File: src/hdl/tbt_pkg.sv
// Function
// - Count register is software read/write and clears to zero on any reset.
// - Prescaler divides instruction clock by 1 (00), 4 (01) or 16 (1x).
// - Four-bit postscaler emits one event every 1 to 16 period matches.
// - Each postscaler event latches the match flag at status bit 3.
// - Count write, control write and reset clear prescaler and postscaler counters.
// - A control register write leaves the count value unchanged.
// - Timer counts while control bit 2 is one and halts while zero.
// - Eight-bit period register is read/write and resets to FFh.
// - Count runs from 00h to period, then returns to 00h signalling a match.
// - Pre-postscaler match goes only to the PWM modules as their time base.
// - The time base is offered only to modules operating in PWM mode.
// - Control register bit 7 is unimplemented and reads as zero.
package tbt_pkg;

   // ----------------------------------------------------------------
   // Register map
   // ----------------------------------------------------------------
   localparam int          ADDR_W        = 3;
   localparam int          DATA_W        = 8;
   localparam logic [2:0]  OFS_CONTROL   = 3'h0;
   localparam logic [2:0]  OFS_COUNT     = 3'h1;
   localparam logic [2:0]  OFS_PERIOD    = 3'h2;
   localparam logic [2:0]  OFS_STATUS    = 3'h3;
   localparam logic [2:0]  OFS_MASK      = 3'h4;

   // ----------------------------------------------------------------
   // Fields and reset values
   // ----------------------------------------------------------------
   localparam int          FLAG_BIT      = 3;
   localparam int          CTRL_W        = 7;
   localparam logic [7:0]  PERIOD_RST    = 8'hFF;
   localparam logic [7:0]  COUNT_RST     = 8'h00;
   localparam logic [6:0]  CONTROL_RST   = 7'h00;
   localparam logic [7:0]  FLAG_MASK     = 8'h08;

   // ----------------------------------------------------------------
   // Prescaler terminal counts (divide minus one)
   // ----------------------------------------------------------------
   localparam logic [3:0]  PRE_LAST_DIV1  = 4'h0;
   localparam logic [3:0]  PRE_LAST_DIV4  = 4'h3;
   localparam logic [3:0]  PRE_LAST_DIV16 = 4'hF;

   typedef struct packed {
      logic [3:0] postscale_select;
      logic       timer_on;
      logic [1:0] prescale_select;
   } tbt_ctrl_t;

   typedef struct packed {
      logic              wr;
      logic              rd;
      logic [ADDR_W-1:0] addr;
      logic [DATA_W-1:0] wdata;
   } tbt_bus_req_t;

endpackage

File: src/hdl/tbt_prescaler.sv
`timescale 1ns/1ps
`default_nettype none
module tbt_prescaler
   import tbt_pkg::*;
(
   // Clock and reset
   input  wire logic       core_clk,
   input  wire logic       rst,
   // Control
   input  wire logic       clear,
   input  wire logic       enable,
   input  wire logic [1:0] sel,
   // Tick out
   output logic            tick
);

   logic [3:0] cnt_reg;
   logic [3:0] cnt_next;
   logic [3:0] last;

   // ----------------------------------------------------------------
   // Division select
   // ----------------------------------------------------------------
   assign last     = sel[1] ? PRE_LAST_DIV16 :
                     (sel[0] ? PRE_LAST_DIV4 : PRE_LAST_DIV1);
   assign tick     = enable && !clear && (cnt_reg == last);
   assign cnt_next = (clear || tick) ? 4'h0 :
                     (enable ? cnt_reg + 4'h1 : cnt_reg);

   always_ff @(posedge core_clk) begin
      if (rst) begin
         cnt_reg <= 4'h0;
      end else begin
         cnt_reg <= cnt_next;
      end
   end
endmodule
`default_nettype wire

File: src/hdl/tbt_postscaler.sv
`timescale 1ns/1ps
`default_nettype none
module tbt_postscaler
   import tbt_pkg::*;
(
   // Clock and reset
   input  wire logic       core_clk,
   input  wire logic       rst,
   // Control
   input  wire logic       clear,
   input  wire logic       match,
   input  wire logic [3:0] sel,
   // Event out
   output logic            post_event
);

   logic [3:0] cnt_reg;
   logic [3:0] cnt_next;

   // Count of matches seen, compared with select (0 means every match)
   assign post_event = match && !clear && (cnt_reg == sel);
   assign cnt_next   = (clear || post_event) ? 4'h0 :
                       (match ? cnt_reg + 4'h1 : cnt_reg);

   always_ff @(posedge core_clk) begin
      if (rst) begin
         cnt_reg <= 4'h0;
      end else begin
         cnt_reg <= cnt_next;
      end
   end
endmodule
`default_nettype wire

File: src/hdl/tbt_timer.sv
// Local design decisions: the address map and strobed register access.
`timescale 1ns/1ps
`default_nettype none
module tbt_timer
   import tbt_pkg::*;
#(
   parameter int NUM_PWM = 2
)(
   // Clock and reset
   input  wire logic               core_clk,
   input  wire logic               rst,
   // Register port
   input  wire tbt_bus_req_t       bus_req,
   output logic [DATA_W-1:0]       rdata,
   // Capture/compare/PWM modules
   input  wire logic [NUM_PWM-1:0] pwm_mode,
   output logic [NUM_PWM-1:0]      pwm_time_base,
   // Interrupt
   output logic                    irq
);

   // ----------------------------------------------------------------
   // State
   // ----------------------------------------------------------------
   tbt_ctrl_t          ctrl_reg;
   logic [7:0]         count_reg;
   logic [7:0]         count_next;
   logic [7:0]         period_reg;
   logic               flag_reg;
   logic               flag_next;
   logic               enable_reg;
   logic               irq_reg;
   logic               match_reg;
   logic [DATA_W-1:0]  rdata_reg;
   logic [DATA_W-1:0]  rdata_next;
   logic [NUM_PWM-1:0] pwm_tb_reg;

   // ----------------------------------------------------------------
   // Address decode
   // ----------------------------------------------------------------
   function automatic logic hit(input tbt_bus_req_t r, input logic [ADDR_W-1:0] ofs);
      hit = (r.addr == ofs);
   endfunction

   logic wr_ctrl;
   logic wr_count;
   logic wr_period;
   logic wr_status;
   logic wr_mask;
   logic scaler_clear;
   logic pre_tick;
   logic period_hit;
   logic match;
   logic post_event;

   assign wr_ctrl      = bus_req.wr && hit(bus_req, OFS_CONTROL);
   assign wr_count     = bus_req.wr && hit(bus_req, OFS_COUNT);
   assign wr_period    = bus_req.wr && hit(bus_req, OFS_PERIOD);
   assign wr_status    = bus_req.wr && hit(bus_req, OFS_STATUS);
   assign wr_mask      = bus_req.wr && hit(bus_req, OFS_MASK);
   assign scaler_clear = wr_count || wr_ctrl;

   // ----------------------------------------------------------------
   // Prescaler and postscaler
   // ----------------------------------------------------------------
   tbt_prescaler u_pre (
      .core_clk (core_clk),
      .rst      (rst),
      .clear    (scaler_clear),
      .enable   (ctrl_reg.timer_on),
      .sel      (ctrl_reg.prescale_select),
      .tick     (pre_tick)
   );

   tbt_postscaler u_post (
      .core_clk   (core_clk),
      .rst        (rst),
      .clear      (scaler_clear),
      .match      (match),
      .sel        (ctrl_reg.postscale_select),
      .post_event (post_event)
   );

   // ----------------------------------------------------------------
   // Counter
   // ----------------------------------------------------------------
   // A control write clears only the scalers, so its tick is blocked too,
   // keeping the count exactly as it was.
   assign period_hit = (count_reg == period_reg);
   assign match      = pre_tick && period_hit && !wr_ctrl;
   assign count_next = wr_count ? bus_req.wdata :
                       wr_ctrl  ? count_reg :
                       !pre_tick ? count_reg :
                       period_hit ? COUNT_RST : count_reg + 8'h01;

   // Software clear loses to a new event arriving in the same cycle
   assign flag_next  = post_event ||
                       (flag_reg && !(wr_status && bus_req.wdata[FLAG_BIT]));

   always_ff @(posedge core_clk) begin
      if (rst) begin
         ctrl_reg   <= CONTROL_RST;
         count_reg  <= COUNT_RST;
         period_reg <= PERIOD_RST;
         flag_reg   <= 1'b0;
         enable_reg <= 1'b0;
      end else begin
         if (wr_ctrl) begin
            ctrl_reg <= bus_req.wdata[CTRL_W-1:0];
         end
         if (wr_period) begin
            period_reg <= bus_req.wdata;
         end
         if (wr_mask) begin
            enable_reg <= bus_req.wdata[FLAG_BIT];
         end
         count_reg <= count_next;
         flag_reg  <= flag_next;
      end
   end

   // ----------------------------------------------------------------
   // Time base to PWM modules
   // ----------------------------------------------------------------
   // Only modules in PWM mode see the match; there is no serial baud tap.
   genvar g;
   generate
      for (g = 0; g < NUM_PWM; g++) begin : g_tb
         always_ff @(posedge core_clk) begin
            if (rst) begin
               pwm_tb_reg[g] <= 1'b0;
            end else begin
               pwm_tb_reg[g] <= match && pwm_mode[g];
            end
         end
      end
   endgenerate

   // ----------------------------------------------------------------
   // Read port and interrupt
   // ----------------------------------------------------------------
   always_comb begin
      rdata_next = '0;
      if (bus_req.rd) begin
         unique case (bus_req.addr)
            OFS_CONTROL: rdata_next = {1'b0, ctrl_reg};
            OFS_COUNT:   rdata_next = count_reg;
            OFS_PERIOD:  rdata_next = period_reg;
            OFS_STATUS:  rdata_next = flag_reg ? FLAG_MASK : 8'h00;
            OFS_MASK:    rdata_next = enable_reg ? FLAG_MASK : 8'h00;
            default:     rdata_next = 8'h00;
         endcase
      end
   end

   always_ff @(posedge core_clk) begin
      if (rst) begin
         rdata_reg <= 8'h00;
         irq_reg   <= 1'b0;
         match_reg <= 1'b0;
      end else begin
         rdata_reg <= rdata_next;
         irq_reg   <= flag_reg && enable_reg;
         match_reg <= match;
      end
   end

   assign rdata         = rdata_reg;
   assign irq           = irq_reg;
   assign pwm_time_base = pwm_tb_reg;
endmodule
`default_nettype wire

File: config.mk
export PLATFORM = sky130hd
export DESIGN_NAME = tbt_timer
export DESIGN_NICKNAME = d
export VERILOG_FILES = /design/src/hdl/tbt_pkg.sv /design/src/hdl/tbt_prescaler.sv /design/src/hdl/tbt_postscaler.sv /design/src/hdl/tbt_timer.sv
export SDC_FILE = /design/constraint.sdc
export NUM_CORES = 1
export LEC_CHECK = 0
export BUFFER_PORTS_ARGS = -buffer_cell sky130_fd_sc_hd__clkbuf_2
export CAP_MARGIN = 20
export CELL_PAD_IN_SITES_DETAIL_PLACEMENT = 2
export CELL_PAD_IN_SITES_GLOBAL_PLACEMENT = 2
export CORE_MARGIN = 2
export CORE_UTILIZATION = 39
export CTS_BUF_LIST = sky130_fd_sc_hd__clkbuf_4
export DETAILED_ROUTE_END_ITERATION = 6
export GPL_TIMING_DRIVEN = 0
export PLACE_DENSITY_LB_ADDON = 0.2
export SYNTH_ARGS = -nofsm -noshare
export SYNTH_HDL_FRONTEND = slang
export SYNTH_SLANG_ARGS = --single-unit
File: constraint.sdc
create_clock -name core_clk -period 4.99 [get_ports core_clk]
set_input_delay 0.998 -clock core_clk [delete_from_list [all_inputs] [get_ports core_clk]]
set_output_delay 0.998 -clock core_clk [all_outputs]
set_load 0.005 [all_outputs]
# --- Word-level counts from Yosys, hierarchy flattened ---
# Cells that the tools add are included.
word_totals:
  out_inout_bits: 11
  input_bits: 17
  ff_bits: 44
  elab_cells: 63
op_classes:
  addsub: 3
  reduce_logical: 29
  bitwise: 1
  eq_ne: 8
  muxes: 9
op_table:
  columns: ["operator", "n"]
  rows:
  - ["$pmux W8 S5", 1]
  - ["$mux W8", 4]
  - ["$logic_and A1 B1 Y1", 16]
  - ["$mux W4", 3]
  - ["$add A4 B1 Y4 const B", 2]
  - ["$add A8 B1 Y8 const B", 1]
  - ["$eq A4 B4 Y1", 2]
  - ["$eq A8 B8 Y1", 1]
  - ["$eq A3 B2 Y1 const B", 2]
  - ["$reduce_or A2 Y1", 3]
  - ["$logic_or A1 B1 Y1", 4]
  - ["$eq A3 B1 Y1 const B", 1]
  - ["$eq A3 B3 Y1 const B", 1]
  - ["$logic_not A1 Y1", 3]
  - ["$logic_not A3 Y1", 1]
  - ["$mux W2", 1]
  - ["$ne A2 B1 Y1 const B", 1]
  - ["$reduce_and A2 Y1", 1]
  - ["$reduce_bool A2 Y1", 1]
  - ["$not A1 Y1", 1]

# --- Longest topological paths before layout ---
# Gate-level depths: netlist of run 1.
logic_depth:
  word_depth: 12
  mapped_depth: 8

# --- Modules after synthesis ---
# A second synthesis of run 1 with hierarchy kept.
unflattened:
  hier_cells: 254
  area_unflattened_um2: 2297.2
modules_own_cells:
  columns: ["mod", "seq_area_each_um2", "cells_each", "area_each_um2", "n_inst"]
  rows:
  - ["tbt_timer", 720.7, 208, 1836.8, 1]
  - ["tbt_postscaler", 80.1, 25, 246.5, 1]
  - ["tbt_prescaler", 80.1, 21, 214.0, 1]

# --- Worst setup path after synthesis of run 1 ---
# No wires, ideal clock.
synth_timing:
  path_kind: "in2reg"
  from: "input port bus_req[9] (netlist name)"
  to: "register count_reg[3]"
  setup_time_ns: 0.117
  slack_ns: 2.705
  cell_stages: 8
  n_path_buf: 3
  t_arrival_ns: 2.167
  path_cell_list: "clkbuf_8 -> nor2b_1 -> buf_2 -> nand2_1 -> a21oi_1 -> buf_2 -> o21ai_0 -> a32o_1"
synth_between:
  elab_chain_len: 8
  word_cells_on_any_way: 12
  classes_between: "eq/ne: 2; mux: 1; reduce/logical: 9"
synth_rtl:
  columns: ["item", "line_no", "source"]
  rows:
  - ["start: declaration", "tbt_timer.sv:13", "input wire tbt_bus_req_t bus_req,"]
  - ["$eq A3 B1 Y1 or $logic_not A3 Y1 (tied branches)", "tbt_timer.sv:42", "hit = (r.addr == ofs);"]
  - ["$logic_and A1 B1 Y1, on equally long branches", "tbt_timer.sv:57, tbt_timer.sv:56", null]
  - ["$logic_or A1 B1 Y1", "tbt_timer.sv:61", "assign scaler_clear = wr_count || wr_ctrl;"]
  - ["$logic_not A1 Y1", "tbt_prescaler.sv:26", "assign tick = enable && !clear && (cnt_reg == last);"]
  - ["$logic_and A1 B1 Y1 (2 in a row)", "tbt_prescaler.sv:26", null]
  - ["$reduce_bool A2 Y1 (no source line)", null, null]
  - ["$reduce_and A2 Y1 (no source line)", null, null]
  - ["end signal: assignment", "tbt_timer.sv:117", "count_reg <= count_next;"]
  - ["end: declaration", "tbt_timer.sv:26", "logic [7:0] count_reg;"]
# Parallel ways exist; a longest one is shown, timed or not.
# A chain may end at the register's enable or synchronous reset.

# --- Final worst setup path of run 1 ---
layout_timing:
  from: "input port bus_req[10] (netlist name)"
  to: "register count_reg[7]"
# The elaborated chain is that of the path after synthesis.

==> impl_results.md, run 1 <==
- Sw Share: 0.253
- Critical Path Source Type: input port
- Die H: slightly below 80 um
- FF+latch area: 881 um2
- Sequential Power Share: 0.551
- Core Area: roughly 0.0055 mm2
- Most frequent cells in the layout: dfxtp_1, nand2_1, nor2_1, clkbuf_2
- DP Area: ~0.0024 mm2
- Clk_skew: 0.00983 ns
- Max-cap viol count: 0
- Worst-Margin Slew: just under 0.9 ns
- Terminus of the critical flop-to-flop path: count_reg[3]$_SDFFE_PP0P_
- # DRC: 0
- Buffers on Ports: 26
- Pre-CTS setup slack: about 2.2 ns
- Die area: roughly 0.0063 mm2
- Net count after synthesis: roughly 270
- Slew margin rel.: 0.409
- Largest net degree at the start of global routing: 14
- Clk root buf: clkbuf_4
- Number of flops mapped to enable cells by yosys: 0
- First drt pass iteration count: 4
- DR WL/cell: ~18 um
- # H-tree levels: 2
- Final std cells w/o fill: 360
- Setup TNS Final: 0 ns
- Hold Crit Class: reg -> reg
- Seq/Total Area, Yosys: 0.398
- Design Power: 658 uW
- DP Cell Count: 352
- HPWL after DPL: 5.00 mm
- Fin util: 0.457
- First-pass GRT wire length: ~11 mm
- Setup CP Type: in -> reg
- Setup crit end kind: flip-flop
- Unrepaired setup endpoints after global routing: no
- Worst EP required: about 5.3 ns
- Clock share of power: 0.350
- Status: complete, no violations
- Die width: slightly below 80 um
- Design area: ~0.0025 mm2
- Detailed Route Iter0 Violations: roughly 110
- Most common cell after layout, fill and taps aside: dfxtp_1
- Tmin final: approximately 2.4 ns
- Clock sink total: 44
- Flop-to-flop setup slack: between 2 and 3 ns
- CP Launch Point: bus_req[10]
- Area of the multi-input gates: between 0.001 and 0.0015 mm2
- Fin nets: approximately 310
- Cell taking the most area after synthesis: dfxtp_1
- Hold_ws: 0.505 ns
- Synth top area share: 0.398
- Clock buffer depth: 2
- Num CTS Buffers: 5
- # hold bufs at CTS: 0
- Clock slew at reported path FFs: around 0.13 ns
- Number of global-route vias before repair: 2,144
- GRT Total Usage: 0.232
- Area grow syn2layout: 13.6%
- Register-to-Register Path Depth: 6
- Clk_lat worst skew: 0.37 ns
- Post-route clock period utilization: 0.480
- Pint: ~490 uW
- Pwr Density: about 260 mW/mm2
- Fill cell count: between 600 and 700
- Layout cell share with drive strength beyond 1: 0.177
- Setup violations, final: 0
- Most used DFF post-synth: dfxtp_1
- Synth warn: 0
- FF-to-FF Start: u_pre.cnt_reg[0]$_SDFFE_PP0P_
- Worst Path Arrival: roughly 2.7 ns
- CP endpoint: count_reg[7]$_SDFFE_PP0P_
- Avg Cell Area, Syn: around 8.7 um2
- Final Hold Viols: 0
- Post-Syn Instances: 254
- Async set-or-reset flop fraction in the synthesized netlist: 0
- Final WL: ~6.7 mm
- Ports: 28
- Initial antenna violation count: 0
- Total grt overflow: 0
- Ant. Diodes: 0
- Setup bufs post-CTS: 0
- Vias: approximately 2k
- Final WS setup: approximately 2.6 ns
- Post-DRT Antenna Nets: 0
- Leakage: 1.04 nW
- Synth area leaders: dfxtp_1, mux2i_1, nand2_1
- Critical-path maximum fanout: 10
- Vias/cell: approximately 5.6
- Final Wtd Congestion: between 0.7 and 0.8
- FF+latch count, synth: 44
- Fmax achieved: roughly 420 MHz
- Net Sw Power: about 170 uW
- Post-synth cell types: 44
- Worst vdd ir: 0.129 mV
- TritonCTS clock tree: built
- Gate power share: 0.100
- Fin. max-slew vios: 0
- CTS resizes: 0
- Initial Utilization: 0.402
- Mapped Area: roughly 0.0022 mm2
- Row count: 27
==> power by group through the flow <==
stage	sequential [mW]	clock, mW	combinational, mW
floorplan	0.368	0	0.0388
global placement	0.370	0	0.0630
detailed placement	0.370	0	0.0659
CTS	0.362	0.239	0.0663
global route	0.363	0.251	0.0731
finish	0.362	0.230	0.0656
==> Yosys cell counts, drive strengths merged, types with 2 or more instances <==
cell,number
dfxtp,44
nand2,31
nor2,29
a21oi,20
mux2i,20
o21ai,11
clkbuf,9
xnor2,9
buf,8
and3,6
xor2,6
nand3,5
nand4,5
nor3,5
nor2b,4
a32o,3
ha,3
inv,3
nor4,3
o211ai,3
o31ai,3
and2,2
nand2b,2
nand3b,2
o2111a,2
o211a,2
o221ai,2
==> cell type report <==
class,count,area share
plain buffers,17,0.0373
clock inverters,2,0.0139
repair buffers,26,0.0517
flip-flops and latches,44,0.350
multi-input cells,190,0.489
inverters,3,0.00448
clock buffers,6,0.0179
well taps,72,0.0358
==> worst max-delay path: stages <==
cell	delay, ns
clkbuf_2	0.14
or2b_2	0.35
nor3_2	0.48
a21oi_1	0.17
buf_2	0.24
o221a_2	0.28
==> cells by family after synthesis <==
logic type / Yosys count / share of synthesized area
flip-flops: 44 / 0.398
buffers and inverters: 20 / 0.0474
multiplexers: 20 / 0.0903
AO/OA/AOI/OAI: 53 / 0.160
adder cells (fa/ha/maj): 3 / 0.0169
XOR/XNOR: 15 / 0.0593
AND/OR/NAND/NOR: 99 / 0.228
==> routing by layer <==
layer / share of wire / global-route usage / vias to the layer above
li1: - / - / 967
met1: 0.47 / 0.301 / 1009
met2: 0.49 / 0.400 / 34
met3: 0.025 / 0.0441 / 10
met4: 0.014 / 0.0517 / 0
met5: 0 / 0 / -
==> how the worst min path moves through the flow <==
stage	depth (start not counted)	slack, ns	from	end
6_report	2	0.50	ctrl_reg[4]$_SDFFE_PP0P_	ctrl_reg[4]$_SDFFE_PP0P_
5_1_grt	2	0.53	ctrl_reg[6]$_SDFFE_PP0P_	ctrl_reg[6]$_SDFFE_PP0P_
4_1_cts	2	0.51	ctrl_reg[4]$_SDFFE_PP0P_	ctrl_reg[4]$_SDFFE_PP0P_
3_5_place_dp	2	0.49	ctrl_reg[3]$_SDFFE_PP0P_	ctrl_reg[3]$_SDFFE_PP0P_
3_3_place_gp	2	0.49	ctrl_reg[4]$_SDFFE_PP0P_	ctrl_reg[4]$_SDFFE_PP0P_
2_1_floorplan	2	0.46	ctrl_reg[4]$_SDFFE_PP0P_	ctrl_reg[4]$_SDFFE_PP0P_
Power figures use the tool's default switching activity.
==> run 2: changes to the inputs <==
CORE_UTILIZATION = 33   (was 39)
clock period = 2.2 ns   (was 4.99 ns; I/O delays follow)
==> run 2 against run 1 <==
- global-route usage down 4.2 points
- via count down 2.3%
- critical path depth unchanged
- register-to-register slack worse by 2.8 ns
- routed wire length down 3.1%
- design area up 0.25%
- clock skew up 0.0067 ns
- first-iteration DRC count down 50%
- count of clock-buffer cells in the layout down 1
- combinational power up 120%
- clock power up 120%
==> impl_results.md, run 2 (synthesized netlist as in run 1, its figures left out) <==
- Most frequent cells in the layout: dfxtp_1, nand2_1, nor2_1, clkbuf_2
- Area grow syn2layout: 13.8%
- Post-route clock period utilization: 0.914
- Tmin final: 2.01 ns
- Detailed Route Iter0 Violations: 53
- FF-to-FF Start: u_pre.cnt_reg[0]$_SDFFE_PP0P_
- Final WL: around 6.5 mm
- Worst vdd ir: about 0.21 mV
- Largest net degree at the start of global routing: 15
- Critical Path Source Type: flip-flop
- CTS resizes: 0
- Worst Path Arrival: 2.28 ns
- Fin nets: between 300 and 400
- Setup CP Type: reg -> reg
- CP Launch Point: u_pre.cnt_reg[0]$_SDFFE_PP0P_
- Setup bufs post-CTS: 0
- Vias: between 1.5k and 2k
- Setup violations, final: 0
- Initial Utilization: 0.345
- DR WL/cell: ~18 um
- Most common cell after layout, fill and taps aside: dfxtp_1
- Layout cell share with drive strength beyond 1: 0.177
- Clock sink total: 44
- Row count: 29
- Clk_skew: 0.0165 ns
- Pwr Density: 588 mW/mm2
- First drt pass iteration count: 4
- Number of global-route vias before repair: between 2k and 2.5k
- # DRC: 0
- Die area: 0.00739 mm2
- Fin. max-slew vios: 0
- Buffers on Ports: 26
- GRT Total Usage: 0.190
- Unrepaired setup endpoints after global routing: no
- CP endpoint: count_reg[4]$_SDFFE_PP0P_
- Final WS setup: ~0.19 ns
- Clk root buf: clkbuf_4
- # hold bufs at CTS: 0
- Ant. Diodes: 0
- Status: complete, no violations
- Register-to-Register Path Depth: 6
- Clock buffer depth: 2
- Num CTS Buffers: 5
- Critical-path maximum fanout: 10
- Design Power: between 1 and 1.5 mW
- Leakage: roughly 1.0 nW
- Worst-Margin Slew: 0.912 ns
- TritonCTS clock tree: built
- Ports: 28
- Initial antenna violation count: 0
- Final Wtd Congestion: between 0.8 and 0.9
- Slew margin rel.: 0.386
- Clk_lat worst skew: between 0.3 and 0.4 ns
- First-pass GRT wire length: around 11 mm
- Terminus of the critical flop-to-flop path: count_reg[4]$_SDFFE_PP0P_
- Total grt overflow: 0
- Vias/cell: 5.41
- Hold Startpoint: pwm_mode[0]
- Final Hold Viols: 0
- Die H: 85.9 um
- Clock slew at reported path FFs: about 0.15 ns
- Setup crit end kind: flip-flop
- Core Area: approximately 0.0064 mm2
- Post-DRT Antenna Nets: 0
- Worst EP required: around 2.5 ns
- Max-cap viol count: 0
- Hold Crit Class: in -> reg
- # H-tree levels: 2
- Pre-CTS setup slack: -0.00122 ns
- Flop-to-flop setup slack: 0.19 ns
- Die width: 85.9 um
- Fmax achieved: 497 MHz
- HPWL after DPL: 4.94 mm
-- run 2: layout make-up --
| type | count | area, um2 |
|---|---|---|
| repair buffers | 26 | 130 |
| fillers | 756 | 3900 |
| multi-input cells | 190 | 1230 |
| inverters | 3 | 11.3 |
| clock buffers | 5 | 37.5 |
| flip-flops and latches | 44 | 881 |
| well taps | 77 | 96.3 |
| clock inverters | 3 | 42.5 |
| plain buffers | 17 | 93.8 |
-- run 2: how the worst min path moves through the flow --
| stage | to | slack, ns | cells after the start |
|---|---|---|---|
| CTS | pwm_time_base[1]$_SDFF_PP0_ | 0.27 | 2 |
| global placement | ctrl_reg[3]$_SDFFE_PP0P_ | 0.48 | 2 |
| detailed placement | irq$_SDFF_PP0_ | 0.49 | 1 |
| global route | pwm_time_base[1]$_SDFF_PP0_ | 0.27 | 2 |
| finish | pwm_time_base[0]$_SDFF_PP0_ | 0.28 | 2 |
| floorplan | ctrl_reg[4]$_SDFFE_PP0P_ | 0.46 | 2 |
-- run 2: per-layer routing --
metal,vias to the layer above,part of all wire,track usage
li1,966,-,-
met1,966,0.47,0.248
met2,34,0.49,0.325
met3,7,0.031,0.0318
met4,0,0.0095,0.0462
met5,-,0,0
-- run 2: power breakdown --
group	switching [mW]	leakage, nW	internal, mW	total (mW)
clock network	0.278	0.0412	0.237	0.515
logic	0.0905	0.642	0.0557	0.146
registers	0.0126	0.356	0.809	0.821
-- run 2: critical path, cell delays in order (launching register included) --
cell and delay [ns]:
dfxtp_1 0.40, nor4_4 0.30, o221ai_2 0.22, a21oi_1 0.32, buf_2 0.29, o21ai_0 0.13, a32o_1 0.26
-- run 2: metrics by stage --
| stage | instance area, um2 | instances | hold slack (ns) | setup TNS [ns] | utilization |
|---|---|---|---|---|---|
| after global placement | 2440 | 357 | 0.479 | -0.0185 | 0.380 |
| after detailed placement | 2440 | 357 | 0.494 | -0.00122 | 0.380 |
| final | 2520 | 365 | 0.280 | 0 | 0.393 |
| after floorplan | 2220 | 254 | 0.460 | 0 | - |
| after CTS | 2520 | 365 | 0.270 | 0 | 0.393 |
| after global routing | 2520 | 365 | 0.271 | 0 | 0.393 |
==> run 3: changes to the inputs <==
SYNTH_HIERARCHICAL = 1   (was not set)
clock period = 1.6 ns   (was 2.2 ns; I/O delays follow)
==> run 3 against run 2 <==
- the flow now finishes with violations (negative setup slack)
- die area is 3.5% higher
- cell count is 4.7% higher
- critical path depth grew 4
- clock power rose by 43%
- critical path type unchanged
- highest routed layer unchanged
==> impl_results.md, run 3 <==
- Post-synthesis mux area share: 0.0523
- Final Hold Viols: 0
- FF-to-FF Start: u_pre/cnt_reg[0]$_SDFFE_PP0P_
- Clock sink total: 44
- Async set-or-reset flop fraction in the synthesized netlist: 0
- Post-DRT Antenna Nets: 0
- Clock slew at reported path FFs: approximately 0.14 ns
- Status: complete, but fails checks
- Flop-to-flop setup slack: -0.90 ns
- Synth warn: 6
- Die width: about 87 um
- Die area: roughly 0.0076 mm2
- Fill cell count: 751
- Violated checks: negative setup slack
- Vias/cell: approximately 5.6
- Core Area: about 0.0068 mm2
- Vias: 2,157
- Num CTS Buffers: 5
- Setup crit end kind: flip-flop
- Buffers on Ports: 24
- Clock buffer depth: 2
- Net count after synthesis: 274
- Final Wtd Congestion: ~0.76
- Leading post-synthesis cells by instance count: dfxtp_1, nand2_1, a21oi_1
- Fin nets: 321
- Synth top area share: 0.383
- Worst EP required: roughly 1.9 ns
- TritonCTS clock tree: built
- Simple-gate share of the synthesized area: 0.251
- M1 GR Usage: 0.286
- Die H: 87.4 um
- Worst-Margin Slew: about 1 ns
- Number of global-route vias before repair: between 2k and 2.5k
- Avg Cell Area, Syn: 9.04 um2
- GRT met3 Usage: 0.0237
- Clk_lat worst skew: roughly 0.37 ns
- Register-to-Register Path Depth: 10
- Cell taking the most area after synthesis: dfxtp_1
- Detailed Route Iter0 Violations: 61
- Clk_skew: 0.0124 ns
- FF+latch count, synth: 44
- Worst vdd ir: 0.300 mV
- Fin. max-slew vios: 0
- First-pass GRT wire length: 12.5 mm
- Ports: 28
- Final WS setup: -0.896 ns
- First drt pass iteration count: 4
- Pwr Density: about 760 mW/mm2
- GRT Total Usage: 0.220
- Total grt overflow: 0
- Most used DFF post-synth: dfxtp_1
- Synth area leaders: dfxtp_1, mux2i_1, xor2_1
- HPWL after DPL: 5.22 mm
- Setup TNS Final: -10.71 ns
- Compound-Gate Fraction of Synth Area: 0.184
- DR WL/cell: around 21 um
- Most frequent cells in the layout: dfxtp_1, nand2_1, clkbuf_2, a21oi_1, nor2_1
- Terminus of the critical flop-to-flop path: flag_reg$_SDFF_PP0_
- FF+latch area: between 800 and 900 um2
- Post-synth cell types: 54
- Unrepaired setup endpoints after global routing: yes
- Hold Path End: period_reg[7]$_SDFFE_PP1P_
- Critical-path maximum fanout: 5
- Row count: 30
- Mapped Area: around 0.0023 mm2
- Ant. Diodes: 0
- Layout cell share with drive strength beyond 1: 0.308
- # H-tree levels: 2
- Largest family of logic cells by synthesized area: simple AND/OR/NAND/NOR gates
- GRT met2 Usage: 0.386
- Initial Utilization: 0.340
- Post-route clock period utilization: 1.56
- Initial antenna violation count: 0
- # DRC: 0
- Number of flops mapped to enable cells by yosys: 0
- Hold Startpoint: bus_req[7]
- Critical Path Source Type: flip-flop
- Fmax achieved: ~400 MHz
- Area of the multi-input gates: approximately 0.0014 mm2
- Most common cell after layout, fill and taps aside: dfxtp_1
- Final WL: 7.90 mm
- Adder-cell share of the synthesized area: 0.0163
- # hold bufs at CTS: 0
- Setup CP Type: reg -> reg
- Max-cap viol count: 0
- Post-Syn Instances: between 200 and 300
- Hold_ws: 0.169 ns
- Leakage: about 1.1 nW
- Setup violations, final: 18
- Hold Crit Depth: 2
- Slew margin rel.: 0.317
- Post-synthesis xor/xnor area fraction: 0.0648
- Top-count cell post-synth: dfxtp_1
- DP Cell Count: roughly 360
- Largest net degree at the start of global routing: 14
- Seq/Total Area, Yosys: 0.383
- Worst Path Arrival: about 2.8 ns
- Final std cells w/o fill: about 380
- Tmin final: roughly 2.5 ns
- Clk root buf: clkbuf_4
- Hold Crit Class: in -> reg
- Grt peak-use layer: met2
- Area grow syn2layout: 24.9%
[run 3: worst max path at each step]
stage                                              from                   to  slack, ns  cells after the start
after floorplan           u_pre/cnt_reg[1]$_SDFFE_PP0P_  flag_reg$_SDFF_PP0_      -0.86                      9
after global placement    u_pre/cnt_reg[0]$_SDFFE_PP0P_  flag_reg$_SDFF_PP0_      -1.24                      9
after detailed placement  u_pre/cnt_reg[0]$_SDFFE_PP0P_  flag_reg$_SDFF_PP0_      -1.28                      9
after CTS                 u_pre/cnt_reg[1]$_SDFFE_PP0P_  flag_reg$_SDFF_PP0_      -0.88                     10
after global routing      u_pre/cnt_reg[0]$_SDFFE_PP0P_  flag_reg$_SDFF_PP0_      -1.04                     10
final                     u_pre/cnt_reg[0]$_SDFFE_PP0P_  flag_reg$_SDFF_PP0_      -0.90                     10
[run 3: cells by family after synthesis]
| logic type | count (synthesis) |
|---|---|
| XOR/XNOR | 17 |
| adder cells (fa/ha/maj) | 3 |
| flip-flops | 44 |
| buffers and inverters | 21 |
| AO/OA/AOI/OAI | 61 |
| multiplexers | 12 |
| AND/OR/NAND/NOR | 96 |
[run 3: what timing repair did]
item / 4_1_cts / 5_1_grt
gates cloned: 1 / 0
buffers inserted: 13 / 4
pin swaps: 15 / 5
setup endpoints to repair: 18 / 20
gates resized for setup: 26 / 7
[run 3: layout make-up]
| type | count | share of cell area |
|---|---|---|
| Buffer | 14 | 0.0305 |
| Tap cell | 80 | 0.0349 |
| Sequential cell | 44 | 0.310 |
| Inverter | 7 | 0.0100 |
| Timing Repair Buffer | 39 | 0.0850 |
| Clock buffer | 6 | 0.0157 |
| Clock inverter | 2 | 0.0122 |
| Multi-Input combinational cell | 190 | 0.502 |
[run 3: power by group]
part | internal, mW | leakage [nW] | total [mW] | switching (mW)
registers | 1.12 | 0.358 | 1.15 | 0.0341
clock network | 0.345 | 0.0456 | 0.737 | 0.392
logic | 0.114 | 0.676 | 0.286 | 0.172
total | 1.58 | 1.08 | 2.18 | 0.598
[run 3: through the flow]
stage               instance area (um2)   util  power [mW]  worst slack, ns
finish                             2870  0.425        2.18           -0.896
global route                       2870  0.425        2.27            -1.04
CTS                                2830  0.419        2.19           -0.885
detailed placement                 2540  0.376        1.43            -1.28
global placement                   2540  0.376        1.42            -1.24
floorplan                          2320      -        1.33           -0.860
[run 3: routing by layer]
| layer | part of all wire | wire, um |
|---|---|---|
| met1 | 0.46 | 3610 |
| met2 | 0.50 | 3970 |
| met3 | 0.030 | 236 |
| met4 | 0.010 | 80 |
| met5 | 0 | 0 |
[run 3: worst max-delay path: stages (launching register included)]
cell	delay, ns
dfxtp_4	0.38
or4_4	0.52
a221oi_4	0.43
nand2_8	0.08
nor2_4	0.11
inv_2	0.04
a211o_1	0.25
nor4b_4	0.30
buf_4	0.17
inv_2	0.04
a21oi_2	0.10
